[src/rtl/rx_port_select_pkg.sv]
// package of constants and carriers for the receive port select and tag mux
package rx_port_select_pkg;

  // ------------------------------------------------------------------
  // register map
  // ------------------------------------------------------------------
  localparam logic [11:0] CTRL_OFF   = 12'h000;
  localparam logic [11:0] STATUS_OFF = 12'h004;
  localparam logic [11:0] TAG_OFF    = 12'h008;

  localparam int CTRL_AUTO_BIT   = 0;
  localparam int CTRL_MANUAL_BIT = 1; // 1 = nibble port when auto is off
  localparam int CTRL_EAD_BIT    = 3; // ext_addr_detect_select
  localparam int CTRL_FDX_BIT    = 4;
  localparam int CTRL_TAG_BIT    = 14; // rx_tagging_enable_bit

  localparam logic [31:0] CTRL_RESET = 32'h0000_0001;

  // ------------------------------------------------------------------
  // timing
  // ------------------------------------------------------------------
  localparam int CLK_PERIOD_NS   = 5;
  localparam int QUIET_TIME_NS   = 1000;
  localparam int QUIET_CYCLES    = (QUIET_TIME_NS + CLK_PERIOD_NS - 1)
                                   / CLK_PERIOD_NS;
  localparam int SYNC_STAGES     = 2;

  typedef enum logic [1:0] {
    PORT_SERIAL = 2'b00,
    PORT_NIBBLE = 2'b01
  } port_e;

  typedef struct packed {
    logic tag_en;
    logic tag_d;
  } tag_bit_s;

endpackage

[src/rtl/rx_port_select_tag_mux.sv]
// receive port selection, serial receive outputs and frame tag capture
//
// The APB register port and the address map were decided locally.
`timescale 1ns/100ps
`default_nettype none
module rx_port_select_tag_mux
  import rx_port_select_pkg::*;
#(
  parameter int TAG_WIDTH = 8
) (
  input  wire logic        pclk,
  input  wire logic        presetn,
  input  wire logic        psel,
  input  wire logic        penable,
  input  wire logic        pwrite,
  input  wire logic [11:0] paddr,
  input  wire logic [31:0] pwdata,
  output logic      [31:0] prdata,
  output logic             pready,
  output logic             pslverr,
  input  wire logic        mdio_in,
  input  wire logic        rx_clk_in,
  input  wire logic        rx_data_in,
  input  wire logic        rx_en_in,
  input  wire logic        rxd0_in,
  input  wire logic        rx_dv_in,
  input  wire logic        srd_pin_in,
  input  wire logic        serial_rx_clock_out_pin_in,
  output logic             serial_rx_data_out,
  output logic             serial_rx_clock_out,
  output logic             serial_rx_oe,
  output logic             tag_valid,
  input  wire logic        tag_ready,
  output tag_bit_s         tag_bit,
  output logic             nibble_selected,
  output logic             full_duplex
);

  // ------------------------------------------------------------------
  // elaboration checks
  // ------------------------------------------------------------------
  // the tag register is read back as one bus word
  if (TAG_WIDTH < 1 || TAG_WIDTH > 32) begin : g_bad_width
    $error("TAG_WIDTH out of range");
  end

  // ------------------------------------------------------------------
  // input synchronisers
  // ------------------------------------------------------------------
  logic [5:0] s1_ff;
  logic [5:0] s2_ff;
  logic       tclk_d_ff;

  always_ff @(posedge pclk or negedge presetn) begin
    if (!presetn) begin
      s1_ff <= 6'h00;
      s2_ff <= 6'h00;
    end else begin
      s1_ff <= {serial_rx_clock_out_pin_in, srd_pin_in, rx_dv_in, rxd0_in,
                rx_clk_in, mdio_in};
      s2_ff <= s1_ff;
    end
  end

  logic mdio_s;
  logic rxclk_s;
  logic rxd0_s;
  logic rxdv_s;
  logic srd_s;
  logic serial_rx_clock_out_s;
  assign {serial_rx_clock_out_s, srd_s, rxdv_s, rxd0_s, rxclk_s, mdio_s} = s2_ff;

  logic [1:0] d1_ff;
  logic [1:0] d2_ff;
  always_ff @(posedge pclk or negedge presetn) begin
    if (!presetn) begin
      d1_ff <= 2'h0;
      d2_ff <= 2'h0;
    end else begin
      d1_ff <= {rx_en_in, rx_data_in};
      d2_ff <= d1_ff;
    end
  end

  // ------------------------------------------------------------------
  // registers
  // ------------------------------------------------------------------
  logic [31:0] ctrl_ff;
  logic [31:0] tag_word_ff;
  logic        wr_en;
  logic        rd_en;
  assign wr_en   = psel && penable && pwrite;
  assign rd_en   = psel && penable && !pwrite;
  assign pready  = 1'b1;
  assign pslverr = psel && penable && (paddr != CTRL_OFF) &&
                   (paddr != STATUS_OFF) && (paddr != TAG_OFF);

  always_ff @(posedge pclk or negedge presetn) begin
    if (!presetn) begin
      ctrl_ff <= CTRL_RESET;
    end else if (wr_en && paddr == CTRL_OFF) begin
      ctrl_ff <= pwrite ? (pwdata & 32'h0000_401b) : ctrl_ff;
    end
  end

  logic auto_sel;
  logic tagging;
  assign auto_sel    = ctrl_ff[CTRL_AUTO_BIT];
  assign tagging     = ctrl_ff[CTRL_EAD_BIT] && ctrl_ff[CTRL_TAG_BIT];
  assign full_duplex = ctrl_ff[CTRL_FDX_BIT];

  // ------------------------------------------------------------------
  // port selection
  // ------------------------------------------------------------------
  // mdio must rest high for a whole quiet window before the nibble port
  // wins; a single sample would follow management traffic
  localparam int QW = $clog2(QUIET_CYCLES + 1);
  logic [QW-1:0] quiet_cnt_ff;
  port_e         port_ff;

  always_ff @(posedge pclk or negedge presetn) begin
    if (!presetn) begin
      quiet_cnt_ff <= '0;
    end else if (!mdio_s) begin
      quiet_cnt_ff <= '0;
    end else if (quiet_cnt_ff != QW'(QUIET_CYCLES)) begin
      quiet_cnt_ff <= quiet_cnt_ff + QW'(1);
    end
  end

  always_ff @(posedge pclk or negedge presetn) begin
    if (!presetn) begin
      port_ff <= PORT_SERIAL;
    end else if (auto_sel) begin
      if (quiet_cnt_ff == QW'(QUIET_CYCLES)) begin
        port_ff <= PORT_NIBBLE;
      end
    end else begin
      port_ff <= ctrl_ff[CTRL_MANUAL_BIT] ? PORT_NIBBLE : PORT_SERIAL;
    end
  end

  logic nib;
  assign nib             = (port_ff == PORT_NIBBLE);
  assign nibble_selected = nib;

  // ------------------------------------------------------------------
  // serial receive outputs
  // ------------------------------------------------------------------
  logic srd_ff;
  logic serial_rx_clock_out_ff;
  always_ff @(posedge pclk or negedge presetn) begin
    if (!presetn) begin
      srd_ff    <= 1'b0;
      serial_rx_clock_out_ff <= 1'b0;
    end else if (nib) begin
      srd_ff    <= 1'b0;
      serial_rx_clock_out_ff <= 1'b0;
    end else begin
      srd_ff    <= d2_ff[0];
      serial_rx_clock_out_ff <= rxclk_s;
    end
  end
  assign serial_rx_data_out  = srd_ff;
  assign serial_rx_clock_out = serial_rx_clock_out_ff;
  assign serial_rx_oe        = !(nib && tagging);

  // ------------------------------------------------------------------
  // tag capture
  // ------------------------------------------------------------------
  logic tag_d_sel;
  logic tag_e_sel;
  logic tag_clk_sel;
  always_comb begin
    tag_d_sel   = 1'b0;
    tag_e_sel   = 1'b0;
    tag_clk_sel = 1'b0;
    if (tagging && nib) begin
      tag_d_sel   = srd_s;
      tag_e_sel   = serial_rx_clock_out_s;
      tag_clk_sel = rxclk_s;
    end else if (tagging) begin
      tag_d_sel   = rxd0_s;
      tag_e_sel   = rxdv_s;
      tag_clk_sel = rxclk_s;
    end
  end

  always_ff @(posedge pclk or negedge presetn) begin
    if (!presetn) begin
      tclk_d_ff <= 1'b0;
    end else begin
      tclk_d_ff <= tag_clk_sel;
    end
  end

  logic tag_edge;
  assign tag_edge = tag_clk_sel && !tclk_d_ff && tag_e_sel;

  // two entry buffer between the sampler and the tag consumer; a bit that
  // meets a full buffer with no pop in that cycle is dropped, not stalled: the link cannot wait
  tag_bit_s buf_ff [2];
  logic [1:0] cnt_ff;
  logic       rd_ptr_ff;
  logic       wr_ptr_ff;
  logic       push;
  logic       pop;
  assign tag_valid = (cnt_ff != 2'd0);
  assign pop       = tag_valid && tag_ready;
  assign push      = tag_edge && (cnt_ff != 2'd2 || pop);
  assign tag_bit   = buf_ff[rd_ptr_ff];

  always_ff @(posedge pclk or negedge presetn) begin
    if (!presetn) begin
      buf_ff[0] <= '0;
      buf_ff[1] <= '0;
      cnt_ff    <= 2'd0;
      rd_ptr_ff <= 1'b0;
      wr_ptr_ff <= 1'b0;
    end else begin
      if (push) begin
        buf_ff[wr_ptr_ff] <= '{tag_en: 1'b1, tag_d: tag_d_sel};
        wr_ptr_ff         <= !wr_ptr_ff;
      end
      if (pop) begin
        rd_ptr_ff <= !rd_ptr_ff;
      end
      cnt_ff <= cnt_ff + {1'b0, push} - {1'b0, pop};
    end
  end

  always_ff @(posedge pclk or negedge presetn) begin
    if (!presetn) begin
      tag_word_ff <= 32'h0000_0000;
    end else if (push) begin
      tag_word_ff <= {tag_word_ff[30:0], tag_d_sel};
    end
  end

  always_comb begin
    prdata = 32'h0000_0000;
    if (rd_en) begin
      unique case (paddr)
        CTRL_OFF:   prdata = ctrl_ff;
        STATUS_OFF: prdata = {28'h0, tagging, cnt_ff == 2'd2, 1'b0, nib};
        TAG_OFF:    prdata = tag_word_ff & ((32'h1 << TAG_WIDTH) - 32'h1);
        default:    prdata = 32'h0000_0000;
      endcase
    end
  end

  // ------------------------------------------------------------------
  // checks
  // ------------------------------------------------------------------
  nib_data_quiet_a: assert property (
    @(posedge pclk) disable iff (!presetn)
    nib ##1 nib |-> !serial_rx_data_out)
    else $error("serial data moves in nibble mode");
  nib_clk_quiet_a: assert property (
    @(posedge pclk) disable iff (!presetn)
    nib ##1 nib |-> !serial_rx_clock_out)
    else $error("serial clock moves in nibble mode");
  serial_data_a: assert property (
    @(posedge pclk) disable iff (!presetn)
    !nib ##1 !nib |-> serial_rx_data_out == $past(d2_ff[0]))
    else $error("serial data not forwarded");
  serial_clk_a: assert property (
    @(posedge pclk) disable iff (!presetn)
    !nib ##1 !nib |-> serial_rx_clock_out == $past(rxclk_s))
    else $error("serial clock not forwarded");
  auto_pick_a: assert property (
    @(posedge pclk) disable iff (!presetn)
    auto_sel && quiet_cnt_ff == QW'(QUIET_CYCLES) |=> nib)
    else $error("auto select missed nibble port");
  manual_only_a: assert property (
    @(posedge pclk) disable iff (!presetn)
    $past(auto_sel) && $past(nib) |-> nib)
    else $error("auto select chose serial port");
  tag_off_a: assert property (
    @(posedge pclk) disable iff (!presetn)
    !tagging |-> !push)
    else $error("tag captured while disabled");
  pin_owner_a: assert property (
    @(posedge pclk) disable iff (!presetn)
    serial_rx_oe != (nib && tagging))
    else $error("serial pin direction wrong");
  tag_src_a: assert property (
    @(posedge pclk) disable iff (!presetn)
    tagging && !nib |-> tag_d_sel == rxd0_s && tag_e_sel == rxdv_s)
    else $error("serial mode tag source wrong");
  tag_nib_a: assert property (
    @(posedge pclk) disable iff (!presetn)
    tagging && nib |-> tag_d_sel == srd_s && tag_e_sel == serial_rx_clock_out_s)
    else $error("nibble mode tag source wrong");
  oe_primary_a: assert property (
    @(posedge pclk) disable iff (!presetn)
    !tagging |-> serial_rx_oe)
    else $error("serial pin taken while tagging off");
  tag_shift_a: assert property (
    @(posedge pclk) disable iff (!presetn)
    push |=> tag_word_ff[0] == $past(tag_d_sel))
    else $error("tag bit not shifted in");
  tag_gate_a: assert property (
    @(posedge pclk) disable iff (!presetn)
    push |-> tagging && tag_e_sel)
    else $error("tag pushed without enable");
  buf_bound_a: assert property (
    @(posedge pclk) disable iff (!presetn)
    cnt_ff != 2'd3)
    else $error("tag buffer overflow");
  cover_push_c:    cover property (@(posedge pclk) push);
  cover_full_c:    cover property (@(posedge pclk) cnt_ff == 2'd2);
  cover_nib_c:     cover property (@(posedge pclk) !nib ##1 nib);
  cover_tag_nib_c: cover property (@(posedge pclk) tagging && nib && push);
  cover_drop_c:    cover property (@(posedge pclk) tag_edge && !push);

endmodule
`default_nettype wire

[config.mk]
export PLATFORM = sky130hd
export DESIGN_NAME = rx_port_select_tag_mux
export DESIGN_NICKNAME = d
export VERILOG_FILES = /design/src/rtl/rx_port_select_pkg.sv /design/src/rtl/rx_port_select_tag_mux.sv
export SDC_FILE = /design/constraint.sdc
export NUM_CORES = 1
export LEC_CHECK = 0
export BUFFER_PORTS_ARGS = -buffer_cell sky130_fd_sc_hd__buf_2
export CORE_UTILIZATION = 50
export CTS_CLUSTER_SIZE = 20
export DETAILED_ROUTE_END_ITERATION = 12
export GPL_ROUTABILITY_DRIVEN = 0
export HOLD_SLACK_MARGIN = 0.05
export PLACE_DENSITY = 0.8
export SYNTH_ARGS = -nofsm -noshare
export SYNTH_HDL_FRONTEND = slang
export SYNTH_SLANG_ARGS = --single-unit
[constraint.sdc]
create_clock -name pclk -period 4.13 [get_ports pclk]
set_clock_uncertainty 0.1 [all_clocks]
set_input_delay 1.239 -clock pclk [delete_from_list [all_inputs] [get_ports pclk]]
set_output_delay 1.239 -clock pclk [all_outputs]
set_load 0.01 [all_outputs]
==> out/qor.txt, run 1 <==
Status: completed
First-pass GRT wire length: 6890 µm
Seq/Total Area, Yosys: 52.4%
Clk_lat worst skew: 310 ps
Reg2reg end: cnt_ff[1]$_DFF_PN0_
Leakage: 0.00123 µW
Drt via density: 5.11
GRT Util Overall: 18.4%
Max-cap violations: 0
Clk slew on worst S/H paths: 80 ps
H-tree Lvls: 2
Final Core Density: 59.6%
Antenna viol nets, final: 0
Crit end category: output pin
Seq cells post-synth: 47
Asr flop ratio synth: 100%
1st-iter DRT viols: 37
Drt first pass iters: 4
CP cell instances: buf_2 -> nor4_1 -> nand4_1 -> buf_4 -> nor4b_1 -> buf_2
Hold Path End: s2_ff[0]$_DFF_PN0_
Max Fclk: 0.254 GHz
Worst slew margin: 34.4%
Die area: 4770 µm²
Period utilization: 95.4%
Power share of the combinational group: 11.4%
Reg2Reg Depth: 8
Chip Width: 69.0 µm
Share of cells above drive strength 1: 33.3%
Sw Ratio: 23.4%
Part of the power in registers: 49.9%
Clk sinks: 47
Routed Wire Length: 3860 µm
Inserted Clock Buffers: 5
Initial antenna violation count: 0
Num rows: 24
DRC: 0
Setup Buffers After CTS: 0
Setup Crit Path Kind: in2out
Commonest cells in the netlist: dfrtp_1, buf_4, mux2_2, a21oi_1, inv_1
Critical Path RT: 2790 ps
Area growth syn-to-layout: 14.6%
Max Slew Vio Count: 0
PortBufs: 47
Cell variety after synth: 43
Slew @ Worst Pin: 984 ps
Crit-path most repeated cell: buf_2
Min-Delay Path Class: reg2reg
Crit-path max FO: 9
Top cell type's share of synthesized area: 51.2%
Clock Tree Buf Depth: 2
Hold Crit Start: s1_ff[0]$_DFF_PN0_
Vias after detailed routing: 1524
Mapped Cells: 196
Post-route minimum period: 3940 ps
YS warnings: 0
Worst r2r src: port_ff[0]$_DFFE_PN0P_
Clock power frac: 38.7%
Largest net degree at the start of global routing: 48
Worst hold stages: 0
Setup tns final: 0 ps
Top_reg_cell synth: dfrtp_1
Hold_buf cts: 0
Post-Syn Area: 2250 µm²
CTS tree: done
Total Power: 1020 µW
Startpoint types: input port
Die height: 69.0 µm
PwrDens: 396 nW/µm²
ANT cells: 0
Yosys top cell by area: dfrtp_1
DR WL/cell: 13.0 µm
Net load switching power: 238 µW
PostCTS Resize Cnt: 0
Final Hold Vio Count: 0
Final setup viols: 0
Synth area leaders: dfrtp_1, buf_4, mux2_2, mux2i_1, a21oi_1
Vias in the first global route: 1529
Critical path's largest stage delay: 420 ps
RSZ-0062 raised after global routing: false
Syn Area/Cell: 11.5 µm²
Slowest cell on crit path: nor4_1
FF-to-FF setup slack: 1810 ps
Total grt overflow: 0
Most frequent cell after synthesis: dfrtp_1
Internal power: 781 µW
Initial Util: 52.0%
VDD IR max: 0.304 mV
Core footprint: 4320 µm²
Critical path arrival: 2600 ps
Top Ports: 100
Final net count: 307
HPWL after DPL: 2820 µm
Number of synthesized flops with an enable pin: 0
Root buf cell: clkbuf_8
critical path: cells and delay by family:
kind / cells / cell delay [ps]
simple gates: 3 / 870
buf+inv: 3 / 490
registers in the layout, indices dropped and copies added, names as in the netlist:
| name | cells |
|---|---|
| quiet_cnt_ff | 8 |
| tag_word_ff | 8 |
| s1_ff | 6 |
| s2_ff | 6 |
| ctrl_ff | 5 |
| buf_ff | 4 |
| cnt_ff | 2 |
| d1_ff | 1 |
| d2_ff | 1 |
| port_ff | 1 |
| rd_ptr_ff | 1 |
| serial_rx_clock_out | 1 |
| serial_rx_data_out | 1 |
| tclk_d_ff | 1 |
| wr_ptr_ff | 1 |
cell usage in the layout, fill, tap and decap left out, drive strengths merged, types with 3 or more instances in the layout:
cell / instances
buf: 48
dfrtp: 46
conb: 24
mux2: 15
a21oi: 10
inv: 9
nor3: 8
nor2: 7
mux2i: 7
nand2: 6
nand3: 5
o21ai: 5
clkbuf: 5
ha: 4
nor4: 4
or2: 3
nor3b: 3
nand2b: 3
xnor2: 3
or3: 3
xor2: 3
worst max path at each step:
stage                 endpoint  slack [ps]  depth (start not counted)  startpoint
finish              prdata[14]         190                          6    paddr[1]
global route        prdata[14]          30                          6    paddr[1]
CTS                 prdata[14]         140                          6    paddr[1]
detailed placement  prdata[14]         150                          6    paddr[1]
global placement    prdata[14]         280                          6    paddr[1]
floorplan           prdata[14]         380                          3    paddr[9]
power groups by stage:
| stage | registers (µW) | clock network, µW | logic (µW) |
|---|---|---|---|
| after floorplan | 512 | 0 | 92.8 |
| after detailed placement | 518 | 0 | 116 |
| final | 508 | 395 | 116 |
| after CTS | 508 | 407 | 118 |
| after global routing | 513 | 424 | 132 |
| after global placement | 516 | 0 | 110 |
per-stage QoR:
stage | instances | setup slack [ps] | area (µm²) | hold slack (ps)
after floorplan | 218 | 378 | 2330 | 231
after global placement | 290 | 278 | 2430 | 231
after detailed placement | 290 | 149 | 2430 | 236
after CTS | 298 | 135 | 2570 | 255
after global routing | 298 | 34.0 | 2580 | 259
final | 298 | 192 | 2580 | 251
metal layers:
metal,track usage [%],vias to the layer above,wire length (µm)
met3,3.80,7,262
met1,23.5,720,1660
li1,-,725,-
met2,30.0,72,1870
met5,0,-,0
met4,8.84,0,76
cells by family after synthesis:
family,count (synthesis),share of synthesized area [%]
and+or+nand+nor,61,17.0
DFF,47,52.4
buffers and inverters,37,10.7
muxes,22,11.0
AOI/OAI and AO/OA,17,4.06
xor gates and xnor gates,6,2.34
adders and majority gates,4,2.23
other,2,0.334
final cells by class:
cell class | count | area, µm²
Fill cell | 365 | 1750
Sequential cell | 47 | 1180
Multi-Input combinational cell | 134 | 918
Timing Repair Buffer | 48 | 243
Clock buffer | 5 | 68.8
Clock inverter | 3 | 67.6
Tap cell | 52 | 65.1
Inverter | 9 | 36.3
Power figures use the tool's default switching activity.
==> run 2: changes to the inputs <==
- CORE_UTILIZATION: 50 -> 47
- PLACE_DENSITY: 0.8 -> 0.76
- clock period: 4.13 -> 4.2 ns (I/O delays scaled with it)
==> out/qor.txt, run 2 (same netlist as run 1, synthesis figures left out) <==
Initial antenna violation count: 0
Largest net degree at the start of global routing: 48
Max-cap violations: 0
Initial Util: 50.2%
Cell Count, Final, Fillers Out: 298
Drt first pass iters: 8
Clk slew on worst S/H paths: 90 ps
Core footprint: 4470 µm²
First-pass GRT wire length: 6230 µm
Placed cells: 290
DR WL met2: 1780 µm
Most frequent cells in the layout: buf_2, dfrtp_1, conb_1, mux2_2, a21oi_1
Vias after detailed routing: 1507
Vias in the first global route: 1402
Reg2Reg Depth: 8
Final net count: 307
Final Core Density: 57.0%
Hold Crit Start: s1_ff[0]$_DFF_PN0_
Chip Width: 71.1 µm
Critical Path Start: paddr[9]
GRT Util Overall: 16.3%
RSZ-0062 raised after global routing: false
Share of cells above drive strength 1: 32.9%
Commonest non-fill, non-tap cell in the layout: buf_2
Clk sinks: 47
Reg2reg end: cnt_ff[1]$_DFF_PN0_
Worst slew margin: 34.1%
Routed Wire Length: 3690 µm
Critical Path RT: 2840 ps
Critical path arrival: 2570 ps
Setup Buffers After CTS: 0
Slew @ Worst Pin: 988 ps
Status: finished with violations
Met1 Wirelength: 1600 µm
Crit end category: output pin
Hold WS: 248 ps
PwrDens: 371 nW/µm²
VDD IR max: 0.230 mV
FF-to-FF setup slack: 1910 ps
Antenna viol nets, final: 0
Startpoint types: input port
Min-Delay Path Class: reg2reg
Routed wl met3: 248 µm
Leakage: 0.00123 µW
Fillers: 388
Num rows: 24
Max Slew Vio Count: 0
Die area: 5060 µm²
Top Layer Used: met4
Worst r2r src: port_ff[0]$_DFFE_PN0P_
Largest registers: quiet_cnt_ff x8, tag_word_ff x8
Die height: 71.1 µm
CTS tree: done
Failing checks: DRC
Hold_buf cts: 0
Post-Place Cell Area: 2430 µm²
Design area: 2550 µm²
Post-route minimum period: 3930 ps
HPWL after DPL: 2730 µm
Area growth syn-to-layout: 13.5%
Area of the multi-input gates: 912 µm²
Max Fclk: 0.255 GHz
PostCTS Resize Cnt: 0
Inserted Clock Buffers: 5
Period utilization: 93.5%
ANT cells: 0
Final Hold Vio Count: 0
Total grt overflow: 0
Final setup viols: 0
Drt via density: 5.06
Worst setup endpoint: prdata[4]
1st-iter DRT viols: 101
PortBufs: 47
Sequential cell area: 1180 µm²
DRC: 6
Setup Crit Path Kind: in2out
Root buf cell: clkbuf_8
DR WL/cell: 12.4 µm
Top Ports: 100
Clock Tree Buf Depth: 2
Crit-path max FO: 8
Clk_lat worst skew: 290 ps
H-tree Lvls: 2
Setup tns final: 0 ps
==> run 2: through the flow <==
stage | power, µW | worst slack (ps)
after floorplan | 595 | 406
after global placement | 616 | 244
after detailed placement | 622 | 240
after CTS | 961 | 231
after global routing | 995 | 114
final | 946 | 273
==> run 2: worst min-delay path by stage <==
stage,endpoint,slack (ps),depth (start not counted)
after floorplan,d2_ff[0]$_DFF_PN0_,230,0
after global placement,s2_ff[1]$_DFF_PN0_,230,0
after detailed placement,s2_ff[0]$_DFF_PN0_,240,0
after CTS,s2_ff[0]$_DFF_PN0_,250,0
after global routing,s2_ff[5]$_DFF_PN0_,270,0
final,s2_ff[0]$_DFF_PN0_,250,0
==> run 2: layout make-up <==
type / instances / share of cell area (%)
flip-flops and latches: 47 / 46.2
clock buffers: 6 / 3.24
inverters: 9 / 1.42
clock inverters: 2 / 1.37
multi-input cells: 134 / 35.8
well taps: 52 / 2.55
repair buffers: 48 / 9.51
==> run 2: power breakdown <==
group          switching [µW]  internal, µW
registers                20.6           478
logic                    59.6          52.3
clock network             142           193
==> run 2: critical path: stages <==
cell	delay [ps]
buf_2	90
nor4_1	420
nand4_1	230
buf_4	230
nor3_1	170
buf_2	160
==> run 2: metal layers <==
metal,vias up,track usage [%]
met5,-,0
met4,0,6.89
met3,4,4.70
met2,58,26.8
met1,724,20.0
li1,721,-
==> run 3: changes to the inputs <==
--- a/config.mk
+++ b/config.mk
@@ -8,2 +8,3 @@
 export BUFFER_PORTS_ARGS = -buffer_cell sky130_fd_sc_hd__buf_2
+export CORE_MARGIN = 2
 export CORE_UTILIZATION = 47
==> constraint.sdc (replaced) <==
create_clock -name pclk -period 4.2 [get_ports pclk]
set_clock_uncertainty 0.1 [all_clocks]
set_input_delay 0 -clock pclk [delete_from_list [all_inputs] [get_ports pclk]]
set_output_delay 0 -clock pclk [all_outputs]
set_load 0.01 [all_outputs]
==> out/qor.txt, run 3 (same netlist as run 1, synthesis figures left out) <==
Status: completed
Setup Crit Path Kind: reg2reg
PortBufs: 47
Largest net degree at the start of global routing: 48
Internal power: 717 µW
Cell Count, Final, Fillers Out: 313
Grt peak-use layer: met2
1st-iter DRT viols: 94
Clk_lat worst skew: 300 ps
Reg2reg end: cnt_ff[1]$_DFF_PN0_
Power share of the combinational group: 13.1%
Drt first pass iters: 4
Buf/Inv on CP: 2
Hold WS: 228 ps
First-pass GRT wire length: 6530 µm
CTS tree: done
Critical path's largest stage delay: 510 ps
Post-route minimum period: 2290 ps
Max Fclk: 0.437 GHz
Clk slew on worst S/H paths: 90 ps
Placed cells: 291
Critical path arrival: 2410 ps
Inserted Clock Buffers: 5
Root buf cell: clkbuf_8
CP cell instances: mux2i_2 -> nor3_4 -> inv_4 -> ha_1 -> inv_1 -> ha_1 -> xnor2_1 -> xnor2_1
Antenna viol nets, final: 0
Largest registers: quiet_cnt_ff x8, tag_word_ff x8
HPWL after DPL: 2850 µm
PwrDens: 353 nW/µm²
Slowest cell on crit path: dfrtp_1
GRT Util Overall: 16.2%
Part of the power in registers: 52.9%
Initial antenna violation count: 0
Max-cap violations: 0
VDD IR max: 0.260 mV
Total grt overflow: 0
Hold Path End: pslverr
Design area: 2680 µm²
Leakage: 0.00127 µW
Chip Width: 73.1 µm
Min-Delay Path Class: in2out
Commonest non-fill, non-tap cell in the layout: buf_2
Clock power frac: 34.0%
Drt via density: 5.00
DR WL/cell: 12.9 µm
Slew @ Worst Pin: 1010 ps
RSZ-0062 raised after global routing: false
Num rows: 25
Final net count: 320
Die height: 73.1 µm
Crit path max-delay family: flip-flops
Routed Wire Length: 4050 µm
Hold Crit Start: penable
H-tree Lvls: 2
Final Hold Vio Count: 0
Max Slew Vio Count: 0
Crit-path max FO: 9
Met1 Use GR: 17.7%
DRC: 0
Startpoint types: flop
Met2 Use GR: 29.6%
Reg2Reg Depth: 8
Crit end category: flop
Die area: 5350 µm²
Period utilization: 54.4%
Worst slew margin: 32.5%
Worst hold stages: 4
Final setup viols: 0
Hold_buf cts: 14
Post-Place Cell Area: 2430 µm²
Area growth syn-to-layout: 19.0%
Core footprint: 4660 µm²
FF-to-FF setup slack: 1910 ps
Vias in the first global route: 1554
Clock Tree Buf Depth: 2
Setup tns final: 0 ps
Sw Ratio: 24.0%
Clk sinks: 47
PostCTS Resize Cnt: 0
Vias after detailed routing: 1565
Net load switching power: 226 µW
Critical Path RT: 4330 ps
ANT cells: 0
Setup Buffers After CTS: 0
Initial Util: 48.2%
Most frequent cells in the layout: buf_2, dfrtp_1, conb_1, mux2_2, dlygate4sd3_1
M3 GR Usage: 5.11%
Worst r2r src: port_ff[0]$_DFFE_PN0P_
Fillers: 398
Top Ports: 100
Share of cells above drive strength 1: 30.1%
## run 3: cell count changes in the layout (fill, tap and decap cells not counted), sizes merged
cell and change:
clkinv -1, dlygate4sd3 +14, clkbuf +1, buf -1
## run 3: final cells by class
type	count	area, µm²	share of cell area, %
sequential	47	1180	44.0
timing repair buffer	61	375	14.0
clock inverter	1	30.0	1.12
clock buffer	7	76.3	2.85
inverter	9	36.3	1.36
multi-input combinational	134	912	34.1
tap	54	67.6	2.53
## run 3: worst min-delay path, cell delays in order
cell and delay [ps]:
buf_2 110, nand2_1 50, a41oi_1 40, buf_2 130
## run 3: worst max path at each step
stage / from / to / slack (ps) / cells past startpoint
finish: port_ff[0]$_DFFE_PN0P_ / cnt_ff[1]$_DFF_PN0_ / 1910 / 8
global route: port_ff[0]$_DFFE_PN0P_ / cnt_ff[1]$_DFF_PN0_ / 1680 / 8
CTS: port_ff[0]$_DFFE_PN0P_ / cnt_ff[1]$_DFF_PN0_ / 1890 / 8
detailed placement: port_ff[0]$_DFFE_PN0P_ / cnt_ff[1]$_DFF_PN0_ / 1910 / 8
global placement: port_ff[0]$_DFFE_PN0P_ / cnt_ff[1]$_DFF_PN0_ / 1950 / 8
floorplan: port_ff[0]$_DFFE_PN0P_ / cnt_ff[1]$_DFF_PN0_ / 2080 / 9
## run 3: stage by stage
step | utilization [%] | setup slack, ps | power, µW
floorplan | - | 2080 | 595
global placement | 52.1 | 1950 | 616
detailed placement | 52.1 | 1910 | 622
CTS | 57.4 | 1890 | 953
global route | 57.4 | 1680 | 996
finish | 57.4 | 1910 | 943
## run 3: power groups by stage
| stage | sequential [µW] | clock, µW | combinational (µW) |
|---|---|---|---|
| 6_report | 499 | 321 | 123 |
| 3_5_place_dp | 509 | 0 | 114 |
| 2_1_floorplan | 504 | 0 | 91.2 |
| 4_1_cts | 499 | 328 | 125 |
| 5_1_grt | 504 | 353 | 140 |
| 3_3_place_gp | 507 | 0 | 108 |
## run 3: metal layers
layer | up-vias | wire (µm)
li1 | 753 | -
met1 | 750 | 1760
met2 | 55 | 1970
met3 | 7 | 255
met4 | 0 | 61
met5 | - | 0
